**config.mk**
```make
export PLATFORM = sky130hd
export DESIGN_NAME = ipc_codec
export DESIGN_NICKNAME = d
export VERILOG_FILES = /design/src/inc/ipc_pkg.sv /design/src/hw/ipc_codec.sv /design/src/hw/ipc_buffer.sv
export SDC_FILE = /design/constraint.sdc
export NUM_CORES = 1
export LEC_CHECK = 0
export BUFFER_PORTS_ARGS = -buffer_cell sky130_fd_sc_hd__buf_2
export CAP_MARGIN = 20
export CORE_MARGIN = 3
export CORE_UTILIZATION = 60
export CTS_CLUSTER_DIAMETER = 150
export CTS_CLUSTER_SIZE = 8
export DETAILED_ROUTE_END_ITERATION = 10
export PLACE_DENSITY = 0.77
export SLEW_MARGIN = 20
export SYNTH_ARGS = -nofsm -noshare
export SYNTH_HDL_FRONTEND = slang
export SYNTH_SLANG_ARGS = --single-unit
```
**constraint.sdc**
```tcl
create_clock -name clk -period 3.7 [get_ports clk]
set_input_delay 0.37 -clock clk [delete_from_list [all_inputs] [get_ports clk]]
set_output_delay 0.37 -clock clk [all_outputs]
set_load 0.02 [all_outputs]
```
**src/inc/ipc_pkg.sv**
```systemverilog
package ipc_pkg;

   // Oscillator the rates are defined against, and the real fabric clock
   localparam longint OSC_HZ = 11059200;
   localparam longint CLK_HZ = 25000000;

   localparam int TICKS_PER_BIT = 16;
   localparam int TICK_W = 8;
   localparam int PHASE_W = 4;
   localparam logic [PHASE_W-1:0] PHASE_LAST = 4'hf;
   localparam logic [PHASE_W-1:0] HOST_SAMPLE_PHASE = 4'h7;
   localparam logic [PHASE_W-1:0] ZERO_PULSE_START = 4'h7;
   localparam logic [PHASE_W-1:0] ZERO_PULSE_END = 4'ha;
   localparam logic [PHASE_W-1:0] RX_ZERO_WINDOW = 4'h8;

   localparam int DATA_BITS = 8;
   localparam logic [2:0] LAST_DATA_BIT = 3'h7;
   localparam int FRAME_BITS = 10;
   localparam logic [3:0] LAST_FRAME_BIT = 4'h9;

   // Bit dividers in oscillator periods; index is the rate code
   localparam longint HOST_OSC_DIV [4] = '{1152, 576, 192, 96};
   localparam longint IR_OSC_DIV [5] = '{1152, 576, 288, 192, 96};
   localparam logic [2:0] IR_RATE_LAST = 3'h4;

   // Fabric cycles per tick, rounded to nearest: 25 MHz is no exact multiple
   function automatic logic [TICK_W-1:0] tickCycles(input longint oscDiv);
      longint den;
      den = OSC_HZ * TICKS_PER_BIT;
      return TICK_W'((CLK_HZ * oscDiv + den / 2) / den);
   endfunction : tickCycles

   localparam logic [TICK_W-1:0] HOST_TICK_CYC [4] = '{
      tickCycles(HOST_OSC_DIV[0]), tickCycles(HOST_OSC_DIV[1]),
      tickCycles(HOST_OSC_DIV[2]), tickCycles(HOST_OSC_DIV[3])};
   localparam logic [TICK_W-1:0] IR_TICK_CYC [5] = '{
      tickCycles(IR_OSC_DIV[0]), tickCycles(IR_OSC_DIV[1]),
      tickCycles(IR_OSC_DIV[2]), tickCycles(IR_OSC_DIV[3]),
      tickCycles(IR_OSC_DIV[4])};

   // Wake-up delay after enable or reset, rounded up to whole cycles
   localparam longint WAKE_OSC_PERIODS = 1024;
   localparam int WAKE_W = 12;
   localparam logic [WAKE_W-1:0] WAKE_CYC =
      WAKE_W'((WAKE_OSC_PERIODS * CLK_HZ + OSC_HZ - 1) / OSC_HZ);

   // Synchroniser bit positions
   localparam int SYNC_W = 8;
   localparam int SY_IRIN = 0;
   localparam int SY_HTXD = 1;
   localparam int SY_IRRATE = 2;
   localparam int SY_RLO = 5;
   localparam int SY_RHI = 6;
   localparam int SY_EN = 7;
   localparam logic [SYNC_W-1:0] SYNC_RESET = 8'h03;

   localparam int CH_HOST = 0;
   localparam int CH_IR = 1;
   localparam logic HOST_IDLE_LEVEL = 1'b1;
   localparam logic IR_IDLE_LEVEL = 1'b0;

   localparam int BUF_WIDTH = 8;
   localparam int BUF_DEPTH = 2;

   typedef enum logic [2:0] {
      SER_IDLE = 3'b000,
      SER_START = 3'b001,
      SER_DATA = 3'b010,
      SER_STOP = 3'b011,
      SER_HOLD = 3'b100
   } ipc_ser_type;

   typedef enum logic [1:0] {
      DIR_IDLE = 2'b00,
      DIR_TOIR = 2'b01,
      DIR_TOHOST = 2'b10
   } ipc_dir_type;

endpackage : ipc_pkg

```
**src/hw/ipc_codec.sv**
```systemverilog
`timescale 1ns/1ps
// Behaviour
// - Each serial bit period holds exactly 16 bit ticks.
// - Ticks time start and eight data bits; stop bit timed on transmit and host receive, not on infrared receive.
// - Host serial side is half duplex: one direction at a time.
// - Rate pins set host rate only; infrared rate chosen separately.
// - Codes 00..11 give osc/1152, /576, /192, /96 host bit rates.
// - Zero bit: infrared output low 7 ticks, high 3, low 6.
// - One bit: infrared output low for all 16 ticks.
// - Infrared output may lag host bits; pattern depends on value only.
// - Received zero: input low first 3 ticks, then high 13.
// - Received one: input high for all 16 ticks.
// - Host serial output holds each bit level for a full 16 ticks.
// - Fully demodulated bytes go to the host as async serial data.
// - Enable low is watched always; it stops operation into low power.
// - After enable returns high, no traffic for 1024 oscillator periods.
// - Reset holds the block; after release a reset sequence runs first.
module ipc_codec import ipc_pkg::*; (
   // Clock and reset
   input wire logic clk,
   input wire logic reset,
   // Power control and rate straps
   input wire logic enable,
   input wire logic rateSelHi,
   input wire logic rateSelLo,
   input wire logic [2:0] irRateSel,
   // Host serial lines
   input wire logic hostTxd,
   output logic hostRxd,
   // Infrared transceiver lines
   input wire logic irPulseIn,
   output logic irPulseOut,
   // Status
   output logic lowPower,
   output logic linkReady
);
   logic [SYNC_W-1:0] syncA_reg, syncB_reg;
   logic enS, hostTxdS, irInS, halt;
   logic [1:0] tick, restart, txIdle, load, txLine;
   logic [TICK_W-1:0] tickDiv [2];
   logic active_reg, active_next, lowPower_reg, lowPower_next;
   logic linkReady_reg, linkReady_next;
   logic [WAKE_W-1:0] wakeCnt_reg, wakeCnt_next;
   ipc_dir_type dir_reg, dir_next;
   ipc_ser_type hrState_reg, hrState_next, irState_reg, irState_next;
   logic [PHASE_W-1:0] hrPhase_reg, hrPhase_next, irPhase_reg, irPhase_next;
   logic [2:0] hrBit_reg, hrBit_next, irBit_reg, irBit_next;
   logic [DATA_BITS-1:0] hrShift_reg, hrShift_next, irShift_reg, irShift_next;
   logic irSeen_reg, irSeen_next;
   logic hostStart, irStart, allowHost, allowIr;
   logic bufInValid, bufInReady, bufOutValid, bufOutReady;
   logic [DATA_BITS-1:0] bufInData, bufOutData;

   // Pins are asynchronous to clk; nothing reads syncA_reg but syncB_reg
   always_ff @(posedge clk)
   begin
      if (reset)
      begin
         syncA_reg <= SYNC_RESET;
         syncB_reg <= SYNC_RESET;
      end
      else
      begin
         syncA_reg <= {enable, rateSelHi, rateSelLo, irRateSel, hostTxd,
                       irPulseIn};
         syncB_reg <= syncA_reg;
      end
   end

   assign enS = syncB_reg[SY_EN];
   assign hostTxdS = syncB_reg[SY_HTXD];
   assign irInS = syncB_reg[SY_IRIN];
   assign halt = !active_reg;
   // Host rate from straps only; infrared rate from its own select
   assign tickDiv[CH_HOST] = HOST_TICK_CYC[{syncB_reg[SY_RHI],
                                            syncB_reg[SY_RLO]}];
   assign tickDiv[CH_IR] =
      (syncB_reg[SY_IRRATE +: 3] > IR_RATE_LAST) ? IR_TICK_CYC[0] :
      IR_TICK_CYC[syncB_reg[SY_IRRATE +: 3]];
   assign restart[CH_HOST] = hostStart;
   assign restart[CH_IR] = irStart;

   // Power, wake-up delay and direction
   always_comb
   begin
      lowPower_next = 1'b0;
      active_next = active_reg;
      wakeCnt_next = wakeCnt_reg;
      dir_next = dir_reg;
      if (!enS)
      begin
         lowPower_next = 1'b1;
         active_next = 1'b0;
         wakeCnt_next = '0;
      end
      else if (!active_reg)
      begin
         // Reset release and enable rising both pass through this delay
         if (wakeCnt_reg == WAKE_CYC - 1'b1)
            active_next = 1'b1;
         else
            wakeCnt_next = wakeCnt_reg + 1'b1;
      end
      if (halt)
         dir_next = DIR_IDLE;
      else
         unique case (dir_reg)
            DIR_IDLE:
               if (hostStart)
                  dir_next = DIR_TOIR;
               else if (irStart)
                  dir_next = DIR_TOHOST;
            DIR_TOIR:
               if (hrState_reg == SER_IDLE && txIdle[CH_IR] && !bufOutValid)
                  dir_next = DIR_IDLE;
            DIR_TOHOST:
               if (irState_reg == SER_IDLE && txIdle[CH_HOST] &&
                   !bufOutValid)
                  dir_next = DIR_IDLE;
            default:
               dir_next = DIR_IDLE;
         endcase
      linkReady_next = active_next && dir_next != DIR_TOHOST && bufInReady;
   end

   always_ff @(posedge clk)
   begin
      if (reset)
      begin
         lowPower_reg <= 1'b1;
         active_reg <= 1'b0;
         wakeCnt_reg <= '0;
         dir_reg <= DIR_IDLE;
         linkReady_reg <= 1'b0;
      end
      else
      begin
         lowPower_reg <= lowPower_next;
         active_reg <= active_next;
         wakeCnt_reg <= wakeCnt_next;
         dir_reg <= dir_next;
         linkReady_reg <= linkReady_next;
      end
   end

   // Host line wins a tie so a start bit is never cut
   assign allowHost = active_reg && dir_reg != DIR_TOHOST;
   assign allowIr = active_reg && (dir_reg == DIR_TOHOST ||
                    (dir_reg == DIR_IDLE && hostTxdS));

   // Tick dividers, restarted on a start edge to centre sampling
   for (genvar ch = 0; ch < 2; ch++)
   begin : gTick
      logic [TICK_W-1:0] cnt_reg, cnt_next;
      logic tick_reg, tick_next;
      always_comb
      begin
         cnt_next = cnt_reg + 1'b1;
         tick_next = 1'b0;
         if (halt || restart[ch])
            cnt_next = '0;
         else if (cnt_reg >= tickDiv[ch] - 1'b1)
         begin
            cnt_next = '0;
            tick_next = 1'b1;
         end
      end
      always_ff @(posedge clk)
      begin
         if (reset)
         begin
            cnt_reg <= '0;
            tick_reg <= 1'b0;
         end
         else
         begin
            cnt_reg <= cnt_next;
            tick_reg <= tick_next;
         end
      end
      assign tick[ch] = tick_reg;
   end

   // Host serial receiver, 16 ticks per bit, sampled mid-bit
   always_comb
   begin
      hrState_next = hrState_reg;
      hrPhase_next = hrPhase_reg;
      hrBit_next = hrBit_reg;
      hrShift_next = hrShift_reg;
      hostStart = 1'b0;
      if (halt)
         hrState_next = SER_IDLE;
      else
         unique case (hrState_reg)
            SER_IDLE:
               if (allowHost && !hostTxdS)
               begin
                  hostStart = 1'b1;
                  hrState_next = SER_START;
                  hrPhase_next = '0;
                  hrBit_next = '0;
               end
            SER_START, SER_DATA, SER_STOP:
               if (tick[CH_HOST])
               begin
                  hrPhase_next = hrPhase_reg + 1'b1;
                  if (hrPhase_reg == HOST_SAMPLE_PHASE)
                  begin
                     if (hrState_reg == SER_START && hostTxdS)
                        hrState_next = SER_IDLE;
                     else if (hrState_reg == SER_DATA)
                        hrShift_next = {hostTxdS, hrShift_reg[7:1]};
                     else if (hrState_reg == SER_STOP)
                        hrState_next = hostTxdS ? SER_HOLD : SER_IDLE;
                  end
                  if (hrPhase_reg == PHASE_LAST)
                  begin
                     if (hrState_reg == SER_START)
                        hrState_next = SER_DATA;
                     else if (hrState_reg == SER_DATA)
                     begin
                        if (hrBit_reg == LAST_DATA_BIT)
                           hrState_next = SER_STOP;
                        else
                           hrBit_next = hrBit_reg + 1'b1;
                     end
                  end
               end
            SER_HOLD:
               if (bufInReady)
                  hrState_next = SER_IDLE;
            default:
               hrState_next = SER_IDLE;
         endcase
   end

   // Infrared demodulator; stop bit is not timed, frame ends after bit 8
   always_comb
   begin
      irState_next = irState_reg;
      irPhase_next = irPhase_reg;
      irBit_next = irBit_reg;
      irShift_next = irShift_reg;
      irSeen_next = irSeen_reg;
      irStart = 1'b0;
      if (halt)
         irState_next = SER_IDLE;
      else
         unique case (irState_reg)
            SER_IDLE:
               if (allowIr && !irInS)
               begin
                  irStart = 1'b1;
                  irState_next = SER_START;
                  irPhase_next = '0;
                  irBit_next = '0;
                  irSeen_next = 1'b1;
               end
            SER_START, SER_DATA:
               if (tick[CH_IR])
               begin
                  irPhase_next = irPhase_reg + 1'b1;
                  if (irPhase_reg < RX_ZERO_WINDOW && !irInS)
                     irSeen_next = 1'b1;
                  if (irPhase_reg == PHASE_LAST)
                  begin
                     irSeen_next = 1'b0;
                     if (irState_reg == SER_START)
                        irState_next = SER_DATA;
                     else
                     begin
                        // No low seen in the first 8 ticks of the bit decodes as one
                        irShift_next = {!irSeen_reg, irShift_reg[7:1]};
                        if (irBit_reg == LAST_DATA_BIT)
                           irState_next = SER_HOLD;
                        else
                           irBit_next = irBit_reg + 1'b1;
                     end
                  end
               end
            SER_HOLD:
               if (bufInReady)
                  irState_next = SER_IDLE;
            default:
               irState_next = SER_IDLE;
         endcase
   end

   always_ff @(posedge clk)
   begin
      if (reset)
      begin
         hrState_reg <= SER_IDLE;
         hrPhase_reg <= '0;
         hrBit_reg <= '0;
         hrShift_reg <= '0;
         irState_reg <= SER_IDLE;
         irPhase_reg <= '0;
         irBit_reg <= '0;
         irShift_reg <= '0;
         irSeen_reg <= 1'b0;
      end
      else
      begin
         hrState_reg <= hrState_next;
         hrPhase_reg <= hrPhase_next;
         hrBit_reg <= hrBit_next;
         hrShift_reg <= hrShift_next;
         irState_reg <= irState_next;
         irPhase_reg <= irPhase_next;
         irBit_reg <= irBit_next;
         irShift_reg <= irShift_next;
         irSeen_reg <= irSeen_next;
      end
   end

   // One buffer serves both directions since only one is ever live
   assign bufInValid = (hrState_reg == SER_HOLD) || (irState_reg == SER_HOLD);
   assign bufInData = (hrState_reg == SER_HOLD) ? hrShift_reg : irShift_reg;
   assign bufOutReady = (dir_reg == DIR_TOHOST && txIdle[CH_HOST]) ||
                        (dir_reg == DIR_TOIR && txIdle[CH_IR]);
   assign load[CH_HOST] = bufOutValid && bufOutReady &&
                          dir_reg == DIR_TOHOST;
   assign load[CH_IR] = bufOutValid && bufOutReady && dir_reg == DIR_TOIR;

   ipc_buffer #(
      .WIDTH(BUF_WIDTH),
      .DEPTH(BUF_DEPTH)
   ) uBuffer (
      .clk(clk),
      .reset(reset),
      .flush(halt),
      .inValid(bufInValid),
      .inReady(bufInReady),
      .inData(bufInData),
      .outValid(bufOutValid),
      .outReady(bufOutReady),
      .outData(bufOutData)
   );

   // Transmitters: channel 0 drives the host line, channel 1 the emitter
   for (genvar ch = 0; ch < 2; ch++)
   begin : gTx
      ipc_ser_type state_reg, state_next;
      logic [PHASE_W-1:0] phase_reg, phase_next;
      logic [3:0] count_reg, count_next;
      logic [FRAME_BITS-1:0] frame_reg, frame_next;
      logic line_reg, line_next;
      always_comb
      begin
         state_next = state_reg;
         phase_next = phase_reg;
         count_next = count_reg;
         frame_next = frame_reg;
         if (halt)
            state_next = SER_IDLE;
         else
            unique case (state_reg)
               SER_IDLE:
                  if (load[ch])
                  begin
                     state_next = SER_START;
                     frame_next = {1'b1, bufOutData, 1'b0};
                  end
               SER_START:
                  // Wait for a tick so the first bit is a full period
                  if (tick[ch])
                  begin
                     state_next = SER_DATA;
                     phase_next = '0;
                     count_next = '0;
                  end
               SER_DATA:
                  if (tick[ch])
                  begin
                     phase_next = phase_reg + 1'b1;
                     if (phase_reg == PHASE_LAST)
                     begin
                        frame_next = {1'b1, frame_reg[FRAME_BITS-1:1]};
                        if (count_reg == LAST_FRAME_BIT)
                           state_next = SER_IDLE;
                        else
                           count_next = count_reg + 1'b1;
                     end
                  end
               default:
                  state_next = SER_IDLE;
            endcase
         if (ch == CH_HOST)
            line_next = (state_next == SER_DATA) ? frame_next[0] :
                        HOST_IDLE_LEVEL;
         else
            line_next = (state_next == SER_DATA) && !frame_next[0] &&
                        phase_next >= ZERO_PULSE_START &&
                        phase_next < ZERO_PULSE_END;
      end
      always_ff @(posedge clk)
      begin
         if (reset)
         begin
            state_reg <= SER_IDLE;
            phase_reg <= '0;
            count_reg <= '0;
            frame_reg <= '0;
            line_reg <= (ch == CH_HOST) ? HOST_IDLE_LEVEL : IR_IDLE_LEVEL;
         end
         else
         begin
            state_reg <= state_next;
            phase_reg <= phase_next;
            count_reg <= count_next;
            frame_reg <= frame_next;
            line_reg <= line_next;
         end
      end
      assign txIdle[ch] = (state_reg == SER_IDLE);
      assign txLine[ch] = line_reg;
   end

   assign hostRxd = txLine[CH_HOST];
   assign irPulseOut = txLine[CH_IR];
   assign lowPower = lowPower_reg;
   assign linkReady = linkReady_reg;

endmodule : ipc_codec

```
**src/hw/ipc_buffer.sv**
```systemverilog
`timescale 1ns/1ps
module ipc_buffer import ipc_pkg::*; #(
   parameter int WIDTH = BUF_WIDTH,
   parameter int DEPTH = BUF_DEPTH
) (
   // Clock and reset
   input wire logic clk,
   input wire logic reset,
   input wire logic flush,
   // Filling side
   input wire logic inValid,
   output logic inReady,
   input wire logic [WIDTH-1:0] inData,
   // Draining side
   output logic outValid,
   input wire logic outReady,
   output logic [WIDTH-1:0] outData
);
   localparam int PTR_W = (DEPTH > 1) ? $clog2(DEPTH) : 1;
   localparam int CNT_W = $clog2(DEPTH + 1);
   localparam logic [PTR_W-1:0] PTR_LAST = PTR_W'(DEPTH - 1);
   localparam logic [CNT_W-1:0] CNT_FULL = CNT_W'(DEPTH);

   logic [WIDTH-1:0] mem_reg [DEPTH];
   logic [WIDTH-1:0] mem_next [DEPTH];
   logic [PTR_W-1:0] wrPtr_reg, wrPtr_next, rdPtr_reg, rdPtr_next;
   logic [CNT_W-1:0] count_reg, count_next;
   logic push, pop;

   assign inReady = (count_reg != CNT_FULL);
   assign outValid = (count_reg != '0);
   assign outData = mem_reg[rdPtr_reg];
   assign push = inValid && inReady;
   assign pop = outValid && outReady;

   always_comb
   begin
      mem_next = mem_reg;
      wrPtr_next = wrPtr_reg;
      rdPtr_next = rdPtr_reg;
      count_next = count_reg;
      if (flush)
      begin
         wrPtr_next = '0;
         rdPtr_next = '0;
         count_next = '0;
      end
      else
      begin
         if (push)
         begin
            mem_next[wrPtr_reg] = inData;
            wrPtr_next = (wrPtr_reg == PTR_LAST) ? '0 : wrPtr_reg + 1'b1;
         end
         if (pop)
            rdPtr_next = (rdPtr_reg == PTR_LAST) ? '0 : rdPtr_reg + 1'b1;
         if (push && !pop)
            count_next = count_reg + 1'b1;
         else if (pop && !push)
            count_next = count_reg - 1'b1;
      end
   end

   always_ff @(posedge clk)
   begin
      if (reset)
      begin
         wrPtr_reg <= '0;
         rdPtr_reg <= '0;
         count_reg <= '0;
      end
      else
      begin
         wrPtr_reg <= wrPtr_next;
         rdPtr_reg <= rdPtr_next;
         count_reg <= count_next;
      end
      mem_reg <= mem_next;
   end

endmodule : ipc_buffer

```
[Word-level counts from Yosys, hierarchy flattened]
Memories as Yosys holds them, arrays and structs flattened.
Index checks and enable logic that the tools add are counted.
Operators by class
  reductions and logical operators: 76
  bitwise logic cells: 10
  multiplexer cells: 118
  add/sub/neg operators: 17
  equal/unequal tests: 53
  order comparisons: 11
Operator list (number)
  3-bit two-way mux: 40
  8-bit two-way mux: 10
  4-bit two-way mux: 16
  10-bit two-way mux: 6
  4-bit one-hot mux with 2 select lines: 6
  2-bit != test, second input constant: 22
  10-bit one-hot mux with 2 select lines: 2
  3-bit one-hot mux with 3 select lines: 4
  1-bit logical AND: 25
  5-bit AND reduction: 5
  4-bit by 1-bit adder with 4-bit output, second input constant: 6
  4-bit == test, second input constant: 6
  3-bit by 2-bit == test with 1-bit output, second input constant: 7
  1-bit two-way mux: 20
  6-bit AND reduction: 3
  8-bit by 1-bit adder with 8-bit output, second input constant: 2
  8-bit binary-select mux with 2-bit select: 1
  16-bit bitwise mux: 1
  8-bit greater-or-equal comparator: 2
  2-bit nonzero test: 8
  8-bit by 1-bit subtractor with 8-bit output, second input constant: 2
  2-bit two-way mux: 7
  12-bit by 1-bit adder with 12-bit output, second input constant: 1
  12-bit == test, second input constant: 1
  other kinds (37): 82
Storage, ports and cells
  memories: 1
  input port bits: 10
  flip-flop bits (word level): 152
  ROM bits: 64
  output and inout port bits: 4
Memories
  (name not given): words 8, bits a word 8, rd ports 1, clocked after memory_dff 0, write ports 0, line ipc_codec.sv:79  | IR_TICK_CYC[syncB_reg[SY_IRRATE +: 3]];

[Depth between registers and ports, before layout]
Gate-level depths: netlist (run 1).
  depth after elaboration: 15
  depth in mapped cells: 12
  gate-level depth less buffers: 12

[By module]
Synthesis (run 1) repeated with hierarchy kept, for this count alone.
Second synthesis, totals
  cells, all modules: 756
  area, all modules: 7252.0 um2
Modules (own cells, without submodules)
  ipc_codec: cells each 705, area each 6466.2 um2, instances 1
  ipc_buffer: cells each 51, area each 785.8 um2, instances 1

[Worst setup path after synthesis (run 1)]
OpenSTA, ideal clock, no wires.
  path type: reg2reg
  from: register syncB_reg[2]
  to: register gTick[1].cnt_reg[0]
  required time: 3586 ps
  cell stages (with the launch flop): 13
  path buffers: 0
  setup slack: 1079 ps
  setup time: 114 ps
  arrival time: 2507 ps
  path through: dfxtp_1 > inv_1 > ha_1 > inv_1 > ha_1 > nor2_1 > and2_1 > ha_1 > ha_1 > a21o_1 > a21o_1 > a211o_1 > a2111oi_0
Between the ends
  word-level cells in the longest chain between the ends: 8
  elaborated cells between the ends (all ways): 9
  those cells by class: add/sub (1); order compare (2); mux (3); bitwise (1); reduce/logical (1); memory (1)
Ends and longest elaborated chain
  from (decl): line ipc_codec.sv:37  | logic [SYNC_W-1:0] syncA_reg, syncB_reg;
  from (signal assigned): line ipc_codec.sv:66  | syncB_reg <= syncA_reg;
  3-bit NOT with 4-bit output (implied by the code): line ipc_codec.sv:79
  memory 8 x 8 bit
  8-bit two-way mux (implied by the code) (2 in a row): line ipc_codec.sv:79
  8-bit two-way mux (*): line ipc_codec.sv:78  | (syncB_reg[SY_IRRATE +: 3] > IR_RATE_LAST) ? IR_TICK_CYC[0] :
  8-bit by 1-bit subtractor with 8-bit output (*): line ipc_codec.sv:162  | else if (cnt_reg >= tickDiv[ch] - 1'b1)
  8-bit greater-or-equal comparator (*): line ipc_codec.sv:162
  3-bit OR reduction (no line) (*)
  to (signal assigned): line ipc_codec.sv:177  | cnt_reg <= cnt_next;
  to (decl): line ipc_codec.sv:154  | logic [TICK_W-1:0] cnt_reg, cnt_next;
Every way passes the cells marked *; elsewhere a longest branch is shown, timed or not. The select of a mux whose other input is x is not followed.
A chain may end at the register's enable or synchronous reset.

[Final worst setup path (run 1)]
  from: register syncB_reg[3]
  to: register gTick[1].cnt_reg[0]
Same word-level chain as after synthesis.

==> flow_summary.ini, run 1 <==
[synth]
synth_top_area_share_pct = 37.3
synth.avg_cell_area_sq_um = 9.60
ys_async_sr_fraction_pct = 0
yosysWarningCount = 0
synth_area_leaders = dfxtp_1, ha_1, edfxtp_1
ys_seq_elements = 152
synth-edff-count = 16
seq_area_frac_synth_pct = 43.9
syn_area_sq_mm = 0.00730
yosys_most_used_dff = dfxtp_1
syn_inst = 761
synth_top_cell_by_area = dfxtp_1
yosys.cell_types.count = 80

[drt]
via_per_inst = 5.92
wirelength_mm = 14.4
drtIter0Drc = 422
wl_per_cell_um = 15.6
firstDrtPassIters = 5
num_vias = 5438
antenna_left = 0
drc = 0

[setup_path]
worst_path_most_repeated_cell = ha_1
cp_slowest_stage_delay_ns = 0.41
startpoint_type = flop
path_cells = inv_1, ha_1, inv_1, ha_1, nor2_1, and2_1, ha_1, ha_1, a21o_1, a21o_1, a211o_1, a2111oi_0
crit_arrival_ns = 3.23
rrSetupSlack_ns = 0.78
cp_slowest_cell = a211o_1
path_buf_inv = 2
crit_type = flop to flop
crit_fanout = 9
required_ns = 4.01
end_kind = flop
path_delay_family = compound AO/OA/AOI/OAI gates

[clock_tree]
cts_made_buffers = 17
cts_tree = yes
clock-root-buffer = clkbuf_16
h-tree-depth = 4
clock_latency_ns = 0.43
postCtsSetupRepairBufs = 0
hold_buffers = 0
cts_max_path_buffers = 2
clkTransAtPathRegs_ns = 0.06
cts_resized = 0
cts.sinks = 152

[grt]
grt_pass1_vias = 5309
gr-total-overflow = 0
track_usage_pct = 23.1
grt_pass1_wl_mm = 24.8
grt_max_degree = 82
grt_antenna_before_repair = 0

[power]
leakagePower_uw = 0.00289
p_per_area_mw_per_mm2 = 423
vdd_drop_max_mv = 0.371

[die]
start_util_pct = 62.6
rows = 39
die_y_um = 116
die_area_sq_mm = 0.0135
coreArea_sq_mm = 0.0117
fp.dieW_um = 116
io_pins = 14

[sta]
hold-worst-slack_ns = 0.129
rsz0062_at_grt = false
relSlewSlack_pct = 40.3
max_freq_mhz = 342
fin_tns_setup_ns = 0
slew_viol_final = 0
tightest_slew_ns = 0.895
skew_ns = 0.00740
post-route-min-period_ns = 2.92
post-route-period-util_pct = 78.9
finalHoldViolations = 0
finalSetupViolCount = 0

[worst_hold_path]
hold_path.class = primary input to flop

[finish]
drive_gt1_share_pct = 10.3
most-common-layout-cells = dfxtp_1, nor2_1, ha_1
final_nets = 817
final_common_cell = dfxtp_1
largest_reg_flops = 20
n_fill_cell = 909
n_antenna_cell = 0
area_growth_pct = 9.15

[place]
gp_congestion = 0.844
io_buffers = 13
dp_hpwl_mm = 9.81

[run_status]
outcome = completed

[run]
cap_viol_max_count = 0
[cell families (layout without fill, tap and decap cells)]
| logic type | Yosys count | after routing | synth area share, % |
|---|---|---|---|
| multiplexers | 38 | 38 | 5.36 |
| flip-flops | 152 | 152 | 43.9 |
| AO/OA/AOI/OAI | 149 | 149 | 14.5 |
| buffers and inverters | 59 | 72 | 3.36 |
| adder cells (fa/ha/maj) | 45 | 45 | 7.71 |
| AND/OR/NAND/NOR | 284 | 284 | 21.2 |
| other | 1 | 2 | 0.0514 |
| XOR/XNOR | 33 | 33 | 3.96 |
[path summary, 6_finish.rpt]
kind	cells after the start	end	startpoint
worst min register to register	1	syncB_reg[1]	syncA_reg[1]
worst max register to register	12	gTick[1].cnt_reg[0]	syncB_reg[3]
worst max-delay path	12	gTick[1].cnt_reg[0]	syncB_reg[3]
worst min-delay path	2	syncA_reg[1]	hostTxd
[cells in the mapped netlist (9+ instances only)]
master     instances
nand3_1           25
dfxtp_1          136
nor3_1            12
and3_1             9
a22oi_1           17
nor2b_1           19
a21oi_1           40
nor2_1            88
xor2_1            17
clkbuf_1          15
a211oi_1           9
o2bb2ai_1         15
edfxtp_1          16
or3_1             12
inv_1             25
buf_2             13
a2111oi_0          9
xnor2_1           16
nand2_1           36
nand4_1           12
ha_1              45
mux2i_1           29
o21ai_0           17
mux2_2             9
nand2b_1          14
[metrics by stage]
step / std cells / area (sq um) / utilization (%) / worst slack (ns) / power [uW]
final: 918 / 7970 / 68.3 / 0.779 / 3370
after global routing: 918 / 7970 / 68.3 / 0.491 / 3500
after CTS: 918 / 7970 / 68.3 / 0.790 / 3400
after detailed placement: 886 / 7410 / 63.6 / 0.813 / 1790
after global placement: 886 / 7410 / 63.6 / 0.975 / 1790
after floorplan: 762 / 7310 / - / 1.08 / 1770
[where the power goes]
| part | leakage [uW] | total (uW) | switching [uW] | internal, uW |
|---|---|---|---|---|
| clock | 0.000239 | 1610 | 694 | 920 |
| combinational | 0.00140 | 77.2 | 47.3 | 29.9 |
| sequential | 0.00125 | 1680 | 9.01 | 1670 |
[per-layer routing]
metal | share of wire (%) | wire [um] | global-route usage (%) | up-vias
met4 | 1.6 | 226 | 8.28 | 0
li1 | - | - | - | 2738
met3 | 3.0 | 438 | 5.85 | 23
met5 | 0 | 0 | 0 | -
met2 | 49 | 7060 | 38.3 | 90
met1 | 46 | 6640 | 29.1 | 2587
[final cells by class]
class | instances | area, sq um | share of cell area [%]
tap | 143 | 179 | 2.24
sequential | 152 | 3200 | 40.2
inverter | 25 | 93.8 | 1.18
clock buffer | 17 | 425 | 5.34
multi-input combinational | 551 | 3860 | 48.4
timing repair buffer | 15 | 80.1 | 1.00
clock inverter | 15 | 131 | 1.65
No activity file was read; power rests on OpenSTA's default activity.
==> run 2, diff against run 1 <==
- CORE_UTILIZATION: 60 -> 57
- PLACE_DENSITY: 0.77 -> 0.76
- clock period: 3.7 -> 2.44 ns (I/O delays scaled with it)
==> flow_summary.ini, run 2 (synthesized netlist as in run 1, its figures left out) <==
[setup_path]
reg2reg_depth = 12
crit_type = flop to flop
r2r_end = gTick[1].cnt_reg[0]
rrSetupSlack_ns = -0.01
required_ns = 2.75
cp_slowest_stage_delay_ns = 0.35
startpoint_type = flop
cp_slowest_cell = a2111oi_2
path_cells = inv_2, ha_4, inv_2, ha_4, nor2_4, and2_4, ha_4, ha_4, a21o_1, a21o_1, a211o_1, a2111oi_2
end_kind = flop
worst_path_most_repeated_cell = ha_4
path_delay_family = compound AO/OA/AOI/OAI gates
r2r-start = syncB_reg[2]
crit_fanout = 2
crit_arrival_ns = 2.77
cp-startpoint = syncB_reg[2]
path_buf_inv = 2

[worst_hold_path]
hold_path_depth = 2
min_from = irPulseIn
min_to = syncA_reg[0]
hold_path.class = primary input to flop

[power]
pwr-share-comb_pct = 2.6
switching_power_uw = 1060
p_int_uw = 4280
p_per_area_mw_per_mm2 = 641
seqPwrFrac_pct = 47.8
vdd_drop_max_mv = 0.729
leakagePower_uw = 0.00304
swShare_pct = 19.8
p_clk_share_pct = 49.5

[grt]
grt_pass1_wl_mm = 25.6
gr-total-overflow = 0
grt_pass1_vias = 5597
grt_max_degree = 44
track_usage_pct = 21.7
grt_antenna_before_repair = 0

[clock_tree]
cts_made_buffers = 17
cts_tree = yes
h-tree-depth = 4
clock-root-buffer = clkbuf_16
clock_latency_ns = 0.42
cts.sinks = 152
hold_buffers = 0
clkTransAtPathRegs_ns = 0.05
cts_max_path_buffers = 2

[die]
die_area_sq_mm = 0.0142
io_pins = 14
rows = 40
coreArea_sq_mm = 0.0123
fp.dieW_um = 119
start_util_pct = 59.6
die_y_um = 119

[sta]
tightest_slew_ns = 0.588
fin_ws_ns = -0.0147
max_freq_mhz = 407
post-route-period-util_pct = 101
finalHoldViolations = 0
skew_ns = 0.00694
rsz0062_at_grt = true
finalSetupViolCount = 1
slew_viol_final = 0
post-route-min-period_ns = 2.45
relSlewSlack_pct = 60.8
fin_tns_setup_ns = -0.0147

[drt]
drtIter0Drc = 367
via_per_inst = 5.82
num_vias = 5601
wl_per_cell_um = 15.6
firstDrtPassIters = 7
antenna_left = 0
drc = 0
wirelength_mm = 15.0

[place]
dp_hpwl_mm = 10.3
io_buffers = 13
dpl.cell_count = 929
gp_congestion = 0.836

[finish]
finalNonFillerCells = 962
final_nets = 836
drive_gt1_share_pct = 15.0
area_growth_pct = 14.0
largest_reg_flops = 20
n_antenna_cell = 0
most-common-layout-cells = dfxtp_1, nor2_1, a21oi_1, ha_1, nand2_1
final_common_cell = dfxtp_1

[run_status]
violations = setup timing
outcome = finished, violations left

[run]
cap_viol_max_count = 0
==> run 2: cell count changes in the layout (fill, tap and decap cells not counted), moves of 2 or more <==
| cell | before | now |
|---|---|---|
| a2111oi_2 | 0 | 6 |
| inv_1 | 25 | 22 |
| clkbuf_1 | 0 | 3 |
| inv_2 | 0 | 3 |
| a2111oi_0 | 9 | 2 |
| ha_4 | 0 | 5 |
| clkinv_2 | 1 | 5 |
| ha_1 | 45 | 39 |
| clkinvlp_4 | 10 | 1 |
| buf_4 | 2 | 20 |
| clkbuf_8 | 0 | 3 |
| bufinv_16 | 1 | 3 |
==> run 2: worst register-to-register path, delay by kind of cell (launching register included) <==
family	cells	cell delay [ns]
AO/OA/AOI/OAI	4	0.99
flip-flops	1	0.34
adder cells (fa/ha/maj)	4	0.72
AND/OR/NAND/NOR	2	0.20
buffers and inverters	2	0.10
==> run 2: how the worst max path moves through the flow <==
stage	endpoint	slack, ns	cells after the start
finish	gTick[1].cnt_reg[0]	-0.01	12
floorplan	gTick[1].cnt_reg[0]	-0.07	12
CTS	gTick[1].cnt_reg[0]	-0.05	12
global route	gTick[1].cnt_reg[0]	-0.11	12
global placement	gTick[1].cnt_reg[0]	-0.02	12
detailed placement	gTick[1].cnt_reg[0]	-0.12	12
==> run 2: per-layer routing <==
metal / part of all wire (%) / routed length [um] / track usage, % / vias to the layer above
met5: 0 / 0 / 0 / -
met4: 1.9 / 282 / 7.60 / 0
met3: 3.0 / 456 / 4.99 / 28
met2: 50 / 7540 / 37.0 / 92
met1: 45 / 6730 / 26.9 / 2695
li1: - / - / - / 2786
==> run 2: what timing repair did <==
| action | CTS | global route |
|---|---|---|
| resized for setup | 3 | 21 |
| pin swaps | 1 | 11 |
| setup endpoints to repair | 4 | 15 |
| setup buffers | 0 | 1 |
==> run 2: cell type report <==
type | count | area (sq um)
Clock buffer | 23 | 478
Clock inverter | 9 | 123
Fill cell | 939 | 3940
Inverter | 25 | 93.8
Multi-Input combinational cell | 551 | 3990
Sequential cell | 152 | 3200
Tap cell | 168 | 210
Timing Repair Buffer | 34 | 226
==> run 2: metrics by stage <==
stage / cell area (sq um) / setup WS (ns) / util, % / hold WS, ns / power [uW]
finish: 8320 / -0.0147 / 67.9 / 0.0297 / 5340
global placement: 7610 / -0.0156 / 62.1 / 0.401 / 2720
floorplan: 7330 / -0.0681 / - / 0.348 / 2690
CTS: 8220 / -0.0504 / 67.0 / 0.0170 / 5350
global route: 8320 / -0.105 / 67.9 / 0.0189 / 5510
detailed placement: 7610 / -0.121 / 62.1 / 0.404 / 2730
==> run 2: power by group through the flow <==
| stage | Combinational [uW] | Sequential, uW | Clock (uW) |
|---|---|---|---|
| global placement | 118 | 2600 | 0 |
| detailed placement | 124 | 2610 | 0 |
| finish | 140 | 2550 | 2640 |
| CTS | 127 | 2550 | 2670 |
| floorplan | 87.1 | 2600 | 0 |
| global route | 158 | 2550 | 2800 |
==> run 3, diff against run 2 <==
- BUFFER_PORTS_ARGS: -buffer_cell sky130_fd_sc_hd__buf_2 -> default
- DONT_BUFFER_PORTS: default -> 1
- PLACE_DENSITY: 0.76 -> 0.75
==> flow_summary.ini, run 3 (synthesized netlist as in run 1, its figures left out) <==
[sta]
hold-worst-slack_ns = 0.0207
tightest_slew_ns = 0.621
fin_ws_ns = -0.0697
finalSetupViolCount = 2
slew_viol_final = 0
max_freq_mhz = 398
rsz0062_at_grt = true
fin_tns_setup_ns = -0.0770
skew_ns = 0.00581
post-route-period-util_pct = 103
post-route-min-period_ns = 2.51
relSlewSlack_pct = 58.6
finalHoldViolations = 0

[clock_tree]
clock_latency_ns = 0.42
cts.sinks = 152
clock-root-buffer = clkbuf_16
cts_max_path_buffers = 2
cts_made_buffers = 17
clkTransAtPathRegs_ns = 0.06
h-tree-depth = 4
cts_tree = yes

[worst_hold_path]
hold_path.class = primary input to flop
min_from = reset

[setup_path]
cp-startpoint = syncB_reg[2]
crit_fanout = 9
startpoint_type = flop
cp_slowest_cell = dfxtp_2
required_ns = 2.76
path_buf_inv = 3
worst_path_most_repeated_cell = ha_1
cp_slowest_stage_delay_ns = 0.33
crit_arrival_ns = 2.83
path_cells = inv_2, ha_4, buf_4, ha_1, inv_1, ha_1, a211oi_2, nand2_1, a21oi_1, a21oi_2, a2111oi_2
r2r-start = syncB_reg[2]
crit_type = flop to flop
path_delay_family = compound AO/OA/AOI/OAI gates
end_kind = flop

[finish]
multi_input_comb_area_sq_mm = 0.00401
final_nets = 837
drive_gt1_share_pct = 15.0
largest_reg_flops = 20
area_growth_pct = 14.8
most-common-layout-cells = dfxtp_1, nor2_1, ha_1
seq_area_sq_mm = 0.00321
stdcell_area_sq_mm = 0.00838
n_antenna_cell = 0
finalNonFillerCells = 962
n_fill_cell = 905
final_common_cell = dfxtp_1

[drt]
num_vias = 5562
antenna_left = 0
firstDrtPassIters = 4
wirelength_mm = 15.5
drtIter0Drc = 418
wl_per_cell_um = 16.1
drc = 0
via_per_inst = 5.78

[place]
dpl.cell_count = 917
place_area_sq_mm = 0.00755
gp_congestion = 0.828
dp_hpwl_mm = 9.91
io_buffers = 0

[die]
die_area_sq_mm = 0.0142
fp.dieW_um = 119
rows = 40
coreArea_sq_mm = 0.0123
io_pins = 14
die_y_um = 119
start_util_pct = 59.6

[grt]
grt_max_degree = 76
gr-total-overflow = 0
grt_antenna_before_repair = 0
track_usage_pct = 21.9
grt_pass1_wl_mm = 25.7
grt_pass1_vias = 5463

[run_status]
outcome = finished, violations left
violations = setup timing

[power]
vdd_drop_max_mv = 0.535
p_per_area_mw_per_mm2 = 615
leakagePower_uw = 0.00304

[run]
cap_viol_max_count = 0
## run 3: worst paths after layout
kind,slack (ns),to,depth (start not counted)
setup / recovery,-0.07,gTick[1].cnt_reg[0],11
hold / removal,0.02,irPhase_reg[2],3
setup reg to reg,-0.07,gTick[1].cnt_reg[0],11
hold reg to reg,0.43,syncB_reg[0],1
## run 3: through the flow
| stage | util [%] | setup WS, ns | power, uW |
|---|---|---|---|
| finish | 68.3 | -0.0697 | 5150 |
| global placement | 61.6 | -0.0118 | 2700 |
| detailed placement | 61.6 | -0.146 | 2700 |
| CTS | 67.1 | -0.0904 | 5170 |
| floorplan | - | -0.0681 | 2690 |
| global route | 68.3 | -0.196 | 5310 |
## run 3: power breakdown
part / total [uW] / switching [uW] / internal, uW / leakage (uW)
clock: 2440 / 973 / 1460 / 0.000271
combinational: 162 / 89.7 / 72.7 / 0.00152
sequential: 2550 / 15.1 / 2540 / 0.00125
## run 3: cell type report
type / instances / share of cell area, %
Inverter: 25 / 1.15
Clock inverter: 9 / 0.896
Timing Repair Buffer: 35 / 3.69
Clock buffer: 22 / 5.66
Tap cell: 168 / 2.51
Sequential cell: 152 / 38.3
Multi-Input combinational cell: 551 / 47.8
## run 3: timing repair
item                                   CTS  global route
gates resized for setup                  4            30
setup endpoints to repair                8            16
hold buffers                             9             1
pin swaps                                7             7
setup buffers                            1             3
endpoints found under the hold margin   75             1
## run 3: tightest hold or removal path: cells and delay by family
family | cells | cell delay (ns)
muxes | 1 | 0.06
and+or+nand+nor | 2 | 0.09
## run 3: routing by layer
layer | part of all wire (%) | track usage [%]
met3 | 3.8 | 6.32
met5 | 0 | 0
met2 | 50 | 37.4
met4 | 1.6 | 6.73
met1 | 45 | 26.7
